<file path="src/rtl/sfr_pkg.sv">
// Shared types and constants for the serial flash read path
// Assumes one system clock; link pins are sampled, not used as clocks
package sfr_pkg;

   // Command opcodes (arbitrary encodings, one byte each)
   localparam logic [7:0] read_single_cmd = 8'h13;
   localparam logic [7:0] read_fast_single_cmd = 8'h0C;
   localparam logic [7:0] read_fast_single3_cmd = 8'h0B;
   localparam logic [7:0] read_dual_io_cmd = 8'hBC;
   localparam logic [7:0] read_quad_out_cmd = 8'h6C;
   localparam logic [7:0] read_quad_io_sdr_cmd = 8'hEC;
   localparam logic [7:0] continuous_read_sdr_cmd = 8'hEB;
   localparam logic [7:0] read_quad_io_ddr_cmd = 8'hEE;
   localparam logic [7:0] continuous_read_ddr_cmd = 8'hED;
   localparam logic [7:0] read_any_register_cmd = 8'h65;
   localparam logic [7:0] read_unique_id_cmd = 8'h4C;

   // Array and address geometry
   localparam int array_aw = 27;
   localparam logic [5:0] cmd_bits = 6'h08;
   localparam logic [5:0] addr_bits3 = 6'h18;
   localparam logic [5:0] addr_bits4 = 6'h20;
   localparam logic [5:0] mode_bits = 6'h08;

   // Continuous read patterns
   localparam logic [3:0] cont_sdr_nib = 4'hA;
   localparam logic [7:0] cont_ddr_byte = 8'hA5;

   // Training pattern windows
   localparam logic [3:0] sdr_pat_min = 4'h9;
   localparam logic [3:0] sdr_pat_len = 4'h8;
   localparam logic [3:0] ddr_pat_min = 4'h5;
   localparam logic [3:0] ddr_pat_len = 4'h4;

   // Register address map
   localparam logic [31:0] reg_volatile_base = 32'h0080_0000;
   localparam logic [31:0] reg_status_one_addr = 32'h0080_0000;
   localparam logic [31:0] reg_ppa_addr = 32'h0000_0100;
   localparam logic [31:0] reg_dya_addr = 32'h0080_0100;
   localparam logic [31:0] reg_pwd_lo = 32'h0000_0020;
   localparam logic [31:0] reg_pwd_hi = 32'h0000_0027;
   localparam logic [2:0] pwd_mode_code = 3'h3;
   localparam logic [7:0] invalid_byte = 8'hFF;

   typedef enum logic [5:0] {
      st_cmd = 6'h01,
      st_addr = 6'h02,
      st_mode = 6'h04,
      st_lat = 6'h08,
      st_data = 6'h10,
      st_skip = 6'h20
   } sfr_state_e;

   typedef enum logic [2:0] {
      k_plain, k_fast, k_dual, k_qout, k_qsdr, k_qddr, k_reg, k_uid
   } sfr_kind_e;

   typedef struct packed {
      logic sck;
      logic cs_n;
      logic [3:0] dq;
   } sfr_pins_s;

   typedef struct packed {
      sfr_pins_s meta;
      sfr_pins_s sync;
   } sfr_sync_s;

   typedef struct packed {
      logic [3:0] out;
      logic [3:0] oe;
   } sfr_dq_s;

   typedef struct packed {
      logic [3:0] lat_nv;
      logic [1:0] lat_v;
      logic [7:0] pattern;
      logic all_quad;
      logic addr4;
      logic [2:0] prot_mode;
      logic busy;
   } sfr_cfg_s;

   typedef struct packed {
      sfr_state_e state;
      sfr_kind_e kind;
      logic sck_p;
      logic alen4;
      logic has_mode;
      logic cont;
      logic [5:0] cnt;
      logic [31:0] sh;
      logic [31:0] addr;
      logic [3:0] lat_cnt;
      logic [3:0] lat_tot;
      logic [7:0] out_sh;
      logic [3:0] out_cnt;
      logic [2:0] uid_idx;
      logic [3:0] dq_out;
      logic [3:0] dq_oe;
   } sfr_st_s;

   localparam sfr_pins_s pins_idle = '{sck: 1'b0, cs_n: 1'b1, dq: 4'h0};
   localparam sfr_st_s st_rst = '{state: st_cmd, kind: k_plain, default: '0};

endpackage

</file>
<file path="src/rtl/sfr_sync.sv">
// Two-stage synchroniser for the serial link pins
// Assumes pins are asynchronous to clock_i
`timescale 1ns/1ps
module sfr_sync import sfr_pkg::*; (
   input wire logic clock_i,
   input wire logic rst_i,
   input wire sfr_pins_s pins_i,
   output sfr_pins_s pins_o
);

   sfr_sync_s st;
   sfr_sync_s next_st;

   // Second stage alone reads the first
   always_comb begin
      next_st.meta = pins_i;
      next_st.sync = st.meta;
   end

   always_ff @(posedge clock_i) begin
      if (rst_i) begin
         st <= '{meta: pins_idle, sync: pins_idle};
      end else begin
         st <= next_st;
      end
   end

   assign pins_o = st.sync;

endmodule

</file>
<file path="src/rtl/sfr_read.sv">
// Read transaction engine of a serial NOR flash, device side
// Assumes host drives sck and cs_n; array and registers answer combinationally
//
// Overview of operation
// - Unique id read returns 64-bit factory value
// - Sequential array bytes until chip select rises
// - Array address wraps to zero at top
// - Plain read has no latency cycles
// - Fast read latency from nonvolatile field
// - Fast read 3/4-byte, training pattern only when all-quad
// - Fast read mode Axh skips next command
// - Dual read: mode, continuous, no pattern
// - Quad output read with training pattern
// - Quad SDR mode Axh skips next command
// - Quad DDR mode A5h skips next command
// - All-quad SDR continuous with Axh mode
// - All-quad DDR continuous with A5h mode
// - Register read latency by volatility field
// - Register byte repeats while clocking continues
// - Status register readable during busy operation
// - Protection access registers not reachable
// - Password locations invalid in password mode
// - Unassigned register addresses return undefined
// - Each read returns only its source
// - SDR pattern in last eight latency cycles
// - DDR pattern in last four latency cycles
`timescale 1ns/1ps
module sfr_read import sfr_pkg::*; (
   input wire logic clock_i,
   input wire logic rst_i,
   input wire sfr_pins_s pins_i,
   input wire sfr_cfg_s cfg_i,
   input wire logic [7:0] mem_data_i,
   input wire logic [7:0] reg_data_i,
   input wire logic [63:0] unique_id_i,
   output sfr_dq_s dq_o,
   output logic [array_aw-1:0] mem_addr_o,
   output logic [31:0] reg_addr_o
);

   sfr_pins_s pins;
   sfr_st_s st;
   sfr_st_s next_st;
   logic rise;
   logic fall;
   logic ddr;
   logic pat_on;
   logic pat_sdr;
   logic pat_ddr;
   logic [2:0] w_in;
   logic [2:0] w_out;
   logic [31:0] sh_n;
   logic [5:0] nc;
   logic [7:0] src_byte;
   logic [7:0] reg_byte;
   logic [7:0] uid_byte;
   logic [array_aw-1:0] addr_inc;
   sfr_dq_s d;

   sfr_sync u_sync (
      .clock_i(clock_i),
      .rst_i(rst_i),
      .pins_i(pins_i),
      .pins_o(pins)
   );

   function automatic logic [2:0] in_width(sfr_kind_e k, logic q);
      case (k)
         k_dual: return 3'h2;
         k_qsdr, k_qddr: return 3'h4;
         default: return q ? 3'h4 : 3'h1;
      endcase
   endfunction

   function automatic logic [2:0] out_width(sfr_kind_e k, logic q);
      case (k)
         k_dual: return 3'h2;
         k_qout, k_qsdr, k_qddr: return 3'h4;
         default: return q ? 3'h4 : 3'h1;
      endcase
   endfunction

   function automatic logic [31:0] shift_in(logic [31:0] s, logic [2:0] w, logic [3:0] v);
      case (w)
         3'h2: return {s[29:0], v[1:0]};
         3'h4: return {s[27:0], v};
         default: return {s[30:0], v[0]};
      endcase
   endfunction

   // Single lane drives the serial output line only
   function automatic sfr_dq_s drive(logic [2:0] w, logic [7:0] b);
      case (w)
         3'h2: return '{out: {2'h0, b[7:6]}, oe: 4'h3};
         3'h4: return '{out: b[7:4], oe: 4'hF};
         default: return '{out: {2'h0, b[7], 1'b0}, oe: 4'h2};
      endcase
   endfunction

   function automatic logic in_pwd(logic [31:0] a);
      return (a >= reg_pwd_lo) && (a <= reg_pwd_hi);
   endfunction

   function automatic logic [3:0] lat_for(sfr_kind_e k, logic [31:0] a, sfr_cfg_s c);
      case (k)
         k_plain: return 4'h0;
         k_uid: return {2'h0, c.lat_v};
         k_reg: return (a >= reg_volatile_base) ? {2'h0, c.lat_v} : c.lat_nv;
         default: return c.lat_nv;
      endcase
   endfunction

   function automatic sfr_st_s start_lat(sfr_st_s s, logic [3:0] l);
      s.lat_cnt = l;
      s.lat_tot = l;
      s.out_cnt = 4'h0;
      s.state = (l == 4'h0) ? st_data : st_lat;
      return s;
   endfunction

   assign rise = pins.sck & ~st.sck_p;
   assign fall = ~pins.sck & st.sck_p;
   assign ddr = (st.kind == k_qddr);
   assign w_in = (st.state == st_cmd) ? (cfg_i.all_quad ? 3'h4 : 3'h1)
                                      : in_width(st.kind, cfg_i.all_quad);
   assign w_out = out_width(st.kind, cfg_i.all_quad);

   // pattern only for quad array reads
   assign pat_on = (cfg_i.pattern != 8'h00) &&
                   (st.kind inside {k_qout, k_qsdr, k_qddr} ||
                    (cfg_i.all_quad && st.kind inside {k_fast})) &&
                   (st.lat_tot >= (ddr ? ddr_pat_min : sdr_pat_min));
   assign pat_sdr = pat_on && !ddr && (st.lat_cnt <= sdr_pat_len);
   assign pat_ddr = pat_on && ddr && (st.lat_cnt <= ddr_pat_len);

   always_comb begin
      reg_byte = reg_data_i;
      if (st.addr == reg_ppa_addr || st.addr == reg_dya_addr) begin
         reg_byte = invalid_byte;
      end else if (in_pwd(st.addr) && cfg_i.prot_mode == pwd_mode_code) begin
         reg_byte = invalid_byte;
      end else if (cfg_i.busy && st.addr != reg_status_one_addr) begin
         reg_byte = invalid_byte;
      end
   end

   assign uid_byte = unique_id_i[{st.uid_idx, 3'h0} +: 8];

   always_comb begin
      case (st.kind)
         k_reg: src_byte = reg_byte;
         k_uid: src_byte = uid_byte;
         default: src_byte = mem_data_i;
      endcase
   end

   assign addr_inc = st.addr[array_aw-1:0] + array_aw'(1'b1);

   always_comb begin
      next_st = st;
      next_st.sck_p = pins.sck;
      sh_n = shift_in(st.sh, w_in, pins.dq);
      nc = 6'(st.cnt + {3'h0, w_in});
      d = '{out: st.dq_out, oe: st.dq_oe};
      if (pins.cs_n) begin
         next_st.state = st.cont ? st_addr : st_cmd;
         next_st.cnt = 6'h0;
         next_st.out_cnt = 4'h0;
         d = '{out: 4'h0, oe: 4'h0};
      end else begin
         case (st.state)
            st_cmd: begin
               if (rise) begin
                  next_st.sh = sh_n;
                  next_st.cnt = nc;
                  if (nc == cmd_bits) begin
                     next_st.cnt = 6'h0;
                     next_st.state = st_addr;
                     next_st.has_mode = 1'b0;
                     next_st.alen4 = cfg_i.addr4;
                     next_st.uid_idx = 3'h0;
                     case (sh_n[7:0])
                        read_single_cmd: next_st.kind = k_plain;
                        read_fast_single_cmd: begin
                           next_st.kind = k_fast;
                           next_st.alen4 = 1'b1;
                           next_st.has_mode = 1'b1;
                        end
                        read_fast_single3_cmd: begin
                           next_st.kind = k_fast;
                           next_st.alen4 = 1'b0;
                        end
                        read_dual_io_cmd: begin
                           next_st.kind = k_dual;
                           next_st.has_mode = 1'b1;
                        end
                        read_quad_out_cmd: next_st.kind = k_qout;
                        read_quad_io_sdr_cmd, continuous_read_sdr_cmd: begin
                           next_st.kind = k_qsdr;
                           next_st.has_mode = 1'b1;
                        end
                        read_quad_io_ddr_cmd, continuous_read_ddr_cmd: begin
                           next_st.kind = k_qddr;
                           next_st.has_mode = 1'b1;
                        end
                        read_any_register_cmd: begin
                           next_st.kind = k_reg;
                           next_st.alen4 = 1'b1;
                        end
                        read_unique_id_cmd: begin
                           next_st.kind = k_uid;
                           next_st = start_lat(next_st, {2'h0, cfg_i.lat_v});
                        end
                        default: next_st.state = st_skip;
                     endcase
                  end
               end
            end
            st_addr: begin
               // first address edge is a rise
               if (rise || (fall && ddr && st.cnt != 6'h0)) begin
                  next_st.sh = sh_n;
                  next_st.cnt = nc;
                  if (nc == (st.alen4 ? addr_bits4 : addr_bits3)) begin
                     next_st.cnt = 6'h0;
                     next_st.addr = st.alen4 ? sh_n : {8'h00, sh_n[23:0]};
                     if (st.has_mode) begin
                        next_st.state = st_mode;
                     end else begin
                        next_st = start_lat(next_st, lat_for(st.kind, next_st.addr, cfg_i));
                     end
                  end
               end
            end
            st_mode: begin
               if (rise || (fall && ddr)) begin
                  next_st.sh = sh_n;
                  next_st.cnt = nc;
                  if (nc == mode_bits) begin
                     next_st.cnt = 6'h0;
                     next_st.cont = ddr ? (sh_n[7:0] == cont_ddr_byte)
                                        : (sh_n[7:4] == cont_sdr_nib);
                     next_st = start_lat(next_st, lat_for(st.kind, st.addr, cfg_i));
                  end
               end
            end
            st_lat: begin
               if (fall && pat_sdr) begin
                  d = '{out: {4{cfg_i.pattern[3'(st.lat_cnt - 4'h1)]}}, oe: 4'hF};
               end else if (fall && pat_ddr) begin
                  d = '{out: {4{cfg_i.pattern[3'({st.lat_cnt[2:0], 1'b0} - 4'h1)]}},
                        oe: 4'hF};
               end
               if (rise) begin
                  if (pat_ddr) begin
                     d = '{out: {4{cfg_i.pattern[3'({st.lat_cnt[2:0], 1'b0} - 4'h2)]}},
                           oe: 4'hF};
                  end
                  next_st.lat_cnt = st.lat_cnt - 4'h1;
                  if (st.lat_cnt == 4'h1) begin
                     next_st.state = st_data;
                  end
               end
            end
            st_data: begin
               if (fall || (rise && ddr)) begin
                  if (st.out_cnt == 4'h0) begin
                     d = drive(w_out, src_byte);
                     next_st.out_sh = 8'(src_byte << w_out);
                     next_st.out_cnt = 4'(4'h8 - {1'b0, w_out});
                     if (st.kind == k_uid) begin
                        next_st.uid_idx = st.uid_idx + 3'h1;
                     end else if (st.kind != k_reg) begin
                        next_st.addr = 32'(addr_inc);
                     end
                  end else begin
                     d = drive(w_out, st.out_sh);
                     next_st.out_sh = 8'(st.out_sh << w_out);
                     next_st.out_cnt = 4'(st.out_cnt - {1'b0, w_out});
                  end
               end
            end
            default: ;
         endcase
      end
      next_st.dq_out = d.out;
      next_st.dq_oe = d.oe;
   end

   always_ff @(posedge clock_i) begin
      if (rst_i) begin
         st <= st_rst;
      end else begin
         st <= next_st;
      end
   end

   assign dq_o = '{out: st.dq_out, oe: st.dq_oe};
   assign mem_addr_o = st.addr[array_aw-1:0];
   assign reg_addr_o = st.addr;

   a_oe_off_deselect: assert property (@(posedge clock_i) disable iff (rst_i)
      pins.cs_n |=> st.dq_oe == 4'h0)
      else $error("Data lines driven while deselected");

   a_addr_wrap_zero: assert property (@(posedge clock_i) disable iff (rst_i)
      (st.state == st_data && st.kind inside {k_plain, k_fast, k_dual, k_qout, k_qsdr, k_qddr}
       && !pins.cs_n && fall && st.out_cnt == 4'h0 && (&st.addr[array_aw-1:0]))
      |=> st.addr == 32'h0)
      else $error("Array address did not wrap to zero");

   a_plain_no_lat: assert property (@(posedge clock_i) disable iff (rst_i)
      st.state == st_lat |-> st.kind != k_plain)
      else $error("Plain read entered latency");

   a_fast_lat_load: assert property (@(posedge clock_i) disable iff (rst_i)
      (st.state inside {st_addr, st_mode} && next_st.state == st_lat && st.kind == k_fast
       && !pins.cs_n) |=> st.lat_cnt == $past(cfg_i.lat_nv))
      else $error("Fast read latency not from nonvolatile field");

   a_no_pat_single: assert property (@(posedge clock_i) disable iff (rst_i)
      (st.state == st_lat && !cfg_i.all_quad && st.kind inside {k_fast, k_dual})
      |-> st.dq_oe == 4'h0)
      else $error("Training pattern on single or dual read");

   a_cont_sdr_arm: assert property (@(posedge clock_i) disable iff (rst_i)
      (st.state == st_mode && next_st.state != st_mode && !pins.cs_n && st.kind != k_qddr)
      |=> st.cont == ($past(sh_n[7:4]) == cont_sdr_nib))
      else $error("SDR continuous flag wrong");

   a_cont_ddr_arm: assert property (@(posedge clock_i) disable iff (rst_i)
      (st.state == st_mode && next_st.state != st_mode && !pins.cs_n && st.kind == k_qddr)
      |=> st.cont == ($past(sh_n[7:0]) == cont_ddr_byte))
      else $error("DDR continuous flag wrong");

   a_cont_skip_cmd: assert property (@(posedge clock_i) disable iff (rst_i)
      (pins.cs_n && st.cont) |=> st.state == st_addr ##0 st.cnt == 6'h0)
      else $error("Continuation did not start at address");

   a_reg_addr_hold: assert property (@(posedge clock_i) disable iff (rst_i)
      (st.state == st_data && st.kind == k_reg && !pins.cs_n) |=> $stable(st.addr))
      else $error("Register address moved during read");

   a_pwd_invalid: assert property (@(posedge clock_i) disable iff (rst_i)
      (in_pwd(st.addr) && cfg_i.prot_mode == pwd_mode_code) |-> reg_byte == invalid_byte)
      else $error("Password location readable in password mode");

   a_train_sdr: assert property (@(posedge clock_i) disable iff (rst_i)
      (st.state == st_lat && fall && !pins.cs_n && pat_sdr) |=> st.dq_oe == 4'hF)
      else $error("Training pattern missing in SDR window");

endmodule

</file>
<file path="config.mk">
export PLATFORM = sky130hd
export DESIGN_NAME = sfr_read
export DESIGN_NICKNAME = d
export VERILOG_FILES = /design/src/rtl/sfr_pkg.sv /design/src/rtl/sfr_sync.sv /design/src/rtl/sfr_read.sv
export SDC_FILE = /design/constraint.sdc
export NUM_CORES = 1
export LEC_CHECK = 0
export BUFFER_PORTS_ARGS = -buffer_cell sky130_fd_sc_hd__buf_2
export CORE_UTILIZATION = 30
export DETAILED_ROUTE_END_ITERATION = 6
export PLACE_DENSITY = 0.51
export SLEW_MARGIN = 15
export SYNTH_ARGS = -nofsm -noshare
export SYNTH_HDL_FRONTEND = slang
export SYNTH_SLANG_ARGS = --single-unit
</file>
<file path="constraint.sdc">
create_clock -name clock_i -period 6.2 [get_ports clock_i]
set_input_delay 1.24 -clock clock_i [delete_from_list [all_inputs] [get_ports clock_i]]
set_output_delay 1.24 -clock clock_i [all_outputs]
set_load 0.02 [all_outputs]
</file>
==> results of run 1 <==
[layer usage]
metal | wire length (µm) | share of wire [%] | GRT usage (%) | up-vias
met5 | 0 | 0 | 0 | -
met3 | 2120 | 6.6 | 4.09 | 54
li1 | - | - | - | 4561
met2 | 14900 | 46 | 33.8 | 422
met1 | 14400 | 45 | 26.6 | 4500
met4 | 680 | 2.1 | 6.41 | 0
[power groups by stage]
| stage | logic [mW] | registers (mW) | clock network (mW) |
|---|---|---|---|
| after CTS | 0.169 | 0.820 | 1.12 |
| final | 0.169 | 0.820 | 1.10 |
| after global placement | 0.167 | 0.838 | 0 |
| after detailed placement | 0.168 | 0.838 | 0 |
| after global routing | 0.184 | 0.821 | 1.15 |
| after floorplan | 0.0991 | 0.833 | 0 |
[placed cells by master (no fill, tap or decap), types with 21 or more instances in the layout]
master    count
buf_2       173
dfxtp_1     124
nor2_1      123
nand2_1     117
a21oi_1      87
o21ai_0      71
nand3_1      38
a211oi_1     35
inv_1        34
nor3_1       32
mux2i_1      21
buf_4        21
[worst max path at each step]
| stage | slack (ns) | to | cells past startpoint |
|---|---|---|---|
| after floorplan | 0.65 | st[28] | 16 |
| after global routing | 0.65 | st[28] | 15 |
| after global placement | 0.68 | st[28] | 15 |
| after detailed placement | 0.55 | st[28] | 15 |
| after CTS | 1.01 | st[28] | 15 |
| final | 0.95 | st[28] | 15 |
[state kept, by name (all words and copies together), names as in the netlist]
signal and cells:
u_sync.next_st 6, dq_o 8, reg_addr_o 32, st 73, u_sync.pins_o 6
[cell type report]
type	count	area (µm²)	area share, %
clock buffers	18	439	4.12
clock inverters	14	194	1.82
flip-flops and latches	125	2500	23.5
inverters	38	143	1.34
repair buffers	195	1040	9.79
well taps	390	488	4.58
multi-input cells	891	5840	54.8
[per-stage QoR]
step           power [mW]  instances
3_3_place_gp         1.01       1639
2_1_floorplan       0.932       1200
4_1_cts              2.11       1671
5_1_grt              2.16       1671
6_report             2.09       1671
3_5_place_dp         1.01       1639
[logic make-up (layout without fill, tap and decap cells)]
group | Yosys count | count (layout)
AOI/OAI and AO/OA | 372 | 372
xor gates and xnor gates | 13 | 13
DFF | 125 | 125
buffers and inverters | 184 | 265
and+or+nand+nor | 450 | 450
muxes | 42 | 42
adders and majority gates | 14 | 14
==> metrics.md, run 1 <==
| Metric | Value |
|---|---|
| Status | finished with violations |
| Failing checks | design-rule violations |
| Sequential power share | 39.2% |
| Min-Delay Endpoint | u_sync.pins_o[4] |
| Post-DP Area | 10,000 µm² |
| Avg Synthesized Cell Area | 7.73 µm² |
| Util after Layout | 35.5% |
| CP bufs+invs | 2 |
| Worst Setup End Kind | flop |
| Worst skew pair latency | 0.44 ns |
| Worst Path Max Fanout | 8 |
| Post-synthesis simple-gate area fraction | 24.3% |
| Post-DP HPWL | 23.8 mm |
| Post-Synthesis Cell Area | 9270 µm² |
| Synth warnings | 0 |
| EDFF count, synth | 0 |
| Max VDD drop | 0.000196 V |
| Vias/cell | 5.71 |
| Xor/xnor cell area share of the yosys netlist | 1.23% |
| Share of cells above drive strength 1 | 22.9% |
| Post-synth net total | 1,322 |
| Critical path launch point type | primary input |
| Area delta synth->final | 14.9% |
| Final period utilization | 84.7% |
| First-pass iteration count of the detailed router | 7 |
| Post CTS Setup Buffer Count | 0 |
| CP top delay family | simple AND/OR/NAND/NOR gates |
| Post-synth top flop | dfxtp_1 |
| Die Area | 31,600 µm² |
| Reg2Reg Setup Slack | 1.12 ns |
| Pwr Density | 196 nW/µm² |
| Fmax | 0.191 GHz |
| Gate power share | 8.1% |
| DR vias | 9,537 |
| Post-synthesis async set-or-reset flop share | 0% |
| Clock Skews | 0.0143 ns |
| Total track usage | 20.5% |
| Cell with the most instances after synthesis | dfxtp_1 |
| Worst Hold Class | reg2reg |
| IO buf count | 174 |
| DRC | 12 |
| Number of diodes | 0 |
| Final hold vios | 0 |
| Leakage | 3.93 nW |
| CTS Sinks | 125 |
| Rel. slew slack | 39.7% |
| RSZ-0062 raised after global routing | false |
| Slowest Stage Delay on Critical Path | 0.66 ns |
| Design area | 10,700 µm² |
| WL final | 32.1 mm |
| CTS tree | built |
| Vias in the first global route | 9,110 |
| Synth Area in Adders | 1.97% |
| Setup ws final | 0.951 ns |
| Crit-path slowest cell | or4b_4 |
| Longest Clk Path Bufs | 2 |
| CTS buffer count | 17 |
| IO Pins | 175 |
| Iter 0 DRT Violations | 875 |
| Largest family of logic cells by synthesized area | compound AO/OA/AOI/OAI gates |
| DP Worst Slack | 0.555 ns |
| Post-synthesis mux area share | 7.25% |
| Nets@finish | 1,390 |
| WS Path Type | in2reg |
| Commonest cells post-synth | dfxtp_1 (125), nor2_1 (124), nand2_1 (117) |
| Antenna violations before repair | 0 |
| Critical path arrival | 5.55 ns |
| Clock-pin slew on the worst setup and hold paths | 0.06 ns |
| Site Rows | 63 |
| Cell-internal power | 1.56 mW |
| Pin slew with the least headroom to its limit | 0.904 ns |
| H-tree depth | 4 |
| Max-cap violations | 0 |
| Setup_tns | 0 ns |
| Post-layout minimum cycle time | 5.25 ns |
| Mapped Cells | 1,200 |
| Synth area leaders | dfxtp_1 (27%), buf_4 (5.6%), nor2_1 (5.0%) |
| R2R Path End | st[28] |
| Die Ht | 178 µm |
| Final setup viols | 0 |
| Seq/Total Area, Yosys | 27.0% |
| Largest net degree at the start of global routing | 64 |
| First-pass GRT wire length | 50.4 mm |
| PostCTS Resize Cnt | 0 |
| Routability Congestion | 0.884 |
| Critical path origin | cfg_i[5] |
| Critical path cell sequence | buf_2 > or3_1 > o22a_1 > nand2_1 > inv_2 > ha_1 > nand2_1 > a221oi_2 > nor2_1 > or3_1 > a2111oi_2 > a31oi_1 > or4b_4 > a2111oi_2 > a211oi_1 |
| WHS | 0.410 ns |
| CTS Hold Bufs | 0 |
| Compound-cell area share of the yosys netlist | 28.0% |
| Fillers | 3,242 |
| Final slew viol count | 0 |
| Antenna-violating nets left | 0 |
| Clock share of power | 52.7% |
| FF-to-FF Start | st[109] |
| Clock Root Buffer | clkbuf_16 |
| Synth Register Bits | 125 |
| Unique cell type count in the Yosys netlist | 92 |
| Core area | 30,000 µm² |
| Avg WL per Cell | 19.2 µm |
| Overflow after GRT | 0 |
| Sw Ratio | 25.3% |
| Top-area cell type share of the netlist area | 27.0% |
| WP data required | 6.50 ns |
| Initial core utilization | 30.9% |
| P_sw | 0.528 mW |
| Hold Crit Depth | 1 |
| Synth area leader | dfxtp_1 |
| Hold path startpoint | u_sync.next_st[4] |
| Die W | 178 µm |
| Worst Reg-to-Reg Cells | 14 |
(Power assumes the default switching activity.)
==> inputs of run 2 (changes only) <==
--- a/config.mk
+++ b/config.mk
@@ -5,10 +5,11 @@
 export SDC_FILE = /design/constraint.sdc
 export NUM_CORES = 1
 export LEC_CHECK = 0
+export ABC_AREA = 1
 export BUFFER_PORTS_ARGS = -buffer_cell sky130_fd_sc_hd__buf_2
 export CORE_UTILIZATION = 30
 export DETAILED_ROUTE_END_ITERATION = 6
-export PLACE_DENSITY = 0.51
+export PLACE_DENSITY = 0.53
 export SLEW_MARGIN = 15
 export SYNTH_ARGS = -nofsm -noshare
 export SYNTH_HDL_FRONTEND = slang
==> constraint.sdc (replaced) <==
create_clock -name clock_i -period 4.5 [get_ports clock_i]
set_input_delay 0.9 -clock clock_i [delete_from_list [all_inputs] [get_ports clock_i]]
set_output_delay 0.9 -clock clock_i [all_outputs]
set_load 0.02 [all_outputs]
==> run 2 against run 1 <==
Largest cell class unchanged; sequential share of layout area fell by 0.48 points; critical path depth is 5 higher; the flow still finishes with violations (design-rule violations); highest routed layer unchanged; final cell count is 21% higher; global-route usage fell by 0.48 points; non-clock buffer count down 5; clock skew fell by 0.0058 ns.
==> metrics.md, run 2 <==
| Metric | Value |
|---|---|
| Status | finished with violations |
| Failing checks | design-rule violations |
| WL final | 32.4 mm |
| Pin slew with the least headroom to its limit | 1.02 ns |
| Avg Synthesized Cell Area | 6.24 µm² |
| Synth area leader | dfxtp_1 |
| Post-DP HPWL | 24.9 mm |
| IO Pins | 175 |
| Die Area | 32,300 µm² |
| Most common cell after layout, fill and taps aside | nand2_1 |
| Die Ht | 180 µm |
| CTS tree | built |
| Commonest cells post-synth | nand2_1 (268), inv_1 (195), o21ai_0 (146) |
| Post CTS Setup Buffer Count | 0 |
| Post-Synthesis Cell Area | 9480 µm² |
| CTS buffer count | 17 |
| Antenna-violating nets left | 0 |
| Synth Register Bits | 125 |
| WHS | 0.404 ns |
| Worst Path Max Fanout | 40 |
| Longest Clk Path Bufs | 2 |
| Avg WL per Cell | 16.1 µm |
| Nets@finish | 1,730 |
| Max-cap violations | 0 |
| IO buf count | 174 |
| Seq/Total Area, Yosys | 26.4% |
| Antenna violations before repair | 0 |
| Initial core utilization | 30.7% |
| Pwr Density | 260 nW/µm² |
| First-pass GRT wire length | 51.5 mm |
| Critical path launch point type | flop |
| Largest Register | st |
| RSZ-0062 raised after global routing | false |
| Flip-flop count of the largest register after layout | 73 |
| Final hold vios | 0 |
| Share of cells above drive strength 1 | 17.5% |
| Clock-pin slew on the worst setup and hold paths | 0.06 ns |
| Synth area leaders | dfxtp_1 (26%), nand2_1 (11%), inv_1 (7.7%) |
| Post-synthesis async set-or-reset flop share | 0% |
| Iter 0 DRT Violations | 773 |
| Hold path startpoint | u_sync.next_st[1] |
| Fmax | 0.267 GHz |
| DRC | 26 |
| Critical path arrival | 4.07 ns |
| Max VDD drop | 0.000228 V |
| Unique cell type count in the Yosys netlist | 48 |
| H-tree depth | 4 |
| Synth warnings | 0 |
| Routability Congestion | 0.915 |
| Vias/cell | 5.11 |
| Post-layout minimum cycle time | 3.75 ns |
| Final period utilization | 83.3% |
| EDFF count, synth | 0 |
| Commonest non-fill, non-tap cells in the layout | nand2_1 (268), inv_1 (195), buf_2 (174), o21ai_0 (146), a21oi_1 (144) |
| Core area | 30,800 µm² |
| FF-to-FF Start | st[105] |
| Site Rows | 64 |
| Top-area cell type share of the netlist area | 26.4% |
| Clock Root Buffer | clkbuf_16 |
| Rel. slew slack | 32.3% |
| Final setup viols | 0 |
| Vias in the first global route | 9,636 |
| WS Path Type | reg2reg |
| Mapped Cells | 1,519 |
| Area delta synth->final | 14.8% |
| Post-synth net total | 1,641 |
| WP data required | 4.82 ns |
| CTS Sinks | 125 |
| First-pass iteration count of the detailed router | 7 |
| Leakage | 4.82 nW |
| Critical path origin | st[105] |
| Die W | 180 µm |
| Overflow after GRT | 0 |
| Clock Skews | 0.00859 ns |
| Worst skew pair latency | 0.43 ns |
| CTS Hold Bufs | 0 |
| DR vias | 10.3k |
| Final slew viol count | 0 |
| Largest net degree at the start of global routing | 65 |
| Worst Setup End Kind | flop |
| Number of diodes | 0 |
| Total track usage | 20.0% |
| Cell with the most instances after synthesis | nand2_1 |
| Setup_tns | 0 ns |
| Worst Hold Class | reg2reg |
| PostCTS Resize Cnt | 0 |
| Post-synth top flop | dfxtp_1 |
## run 2: changes by cell type after synthesis, sizes merged, moves of 30 or more
cell,before,now
a21oi,89,145
nand3,38,109
nand2,117,276
nor2,124,154
clkbuf,69,38
o21ai,72,170
inv,37,207
## run 2: per-stage QoR
step	total power, mW	instance area (µm²)	std cells	setup slack [ns]	util, %
2_1_floorplan	1.29	9480	1519	1.05	-
3_3_place_gp	1.39	10300	1985	0.660	33.3
3_5_place_dp	1.39	10300	1985	0.584	33.3
4_1_cts	2.85	10900	2017	0.775	35.3
5_1_grt	2.93	10900	2017	0.381	35.3
6_report	2.83	10900	2017	0.751	35.3
## run 2: metal layers
layer | wire (µm) | GRT usage [%] | share of wire, % | up-vias
met1 | 15000 | 26.9 | 46 | 4674
met2 | 14800 | 32.6 | 46 | 370
li1 | - | - | - | 5219
met5 | 0 | 0 | 0 | -
met4 | 614 | 6.10 | 1.9 | 0
met3 | 2040 | 3.28 | 6.3 | 39
## run 2: logic make-up (layout without fill, tap and decap cells)
logic type / after synthesis / count (layout) / synth area share, %
AND/OR/NAND/NOR: 637 / 637 / 30.7
AO/OA/AOI/OAI: 386 / 386 / 22.3
buffers and inverters: 331 / 433 / 16.1
flip-flops: 125 / 125 / 26.4
multiplexers: 16 / 16 / 1.69
adder cells (fa/ha/maj): 14 / 14 / 1.93
XOR/XNOR: 10 / 10 / 0.924
## run 2: worst max-delay path, stage by stage (launching register included)
cell,delay (ns)
dfxtp_1,0.53
nand3_2,0.23
nand2_2,0.14
nand2_2,0.11
nand2_4,0.17
nand2_8,0.09
inv_2,0.23
ha_1,0.32
nand3_1,0.13
nand2_1,0.10
nand2_1,0.08
nand2_1,0.09
o21ai_1,0.13
nand2_1,0.12
o21ai_2,0.19
nand2_1,0.13
inv_2,0.11
nand2_2,0.19
buf_12,0.25
o21ai_0,0.20
a21oi_1,0.06
## run 2: path summary, 6_finish.rpt
check	end	slack (ns)	cells past startpoint
setup / recovery	reg_addr_o[7]	0.75	20
hold / removal	u_sync.pins_o[1]	0.40	2
setup reg to reg	reg_addr_o[7]	0.75	20
hold reg to reg	u_sync.pins_o[1]	0.40	2
## run 2: area by class of cell
cell class | instances | area, µm²
multi-input combinational | 1063 | 5470
clock buffer | 19 | 453
clock inverter | 13 | 165
timing repair buffer | 190 | 1000
fill | 3382 | 20000
inverter | 211 | 792
tap | 396 | 495
sequential | 125 | 2500
## run 2: power breakdown
| part | switching (mW) | leakage (nW) | internal [mW] | total [mW] |
|---|---|---|---|---|
| clock network | 0.566 | 0.292 | 0.902 | 1.47 |
| registers | 0.0104 | 1.01 | 1.12 | 1.13 |
| logic | 0.147 | 3.52 | 0.0865 | 0.233 |
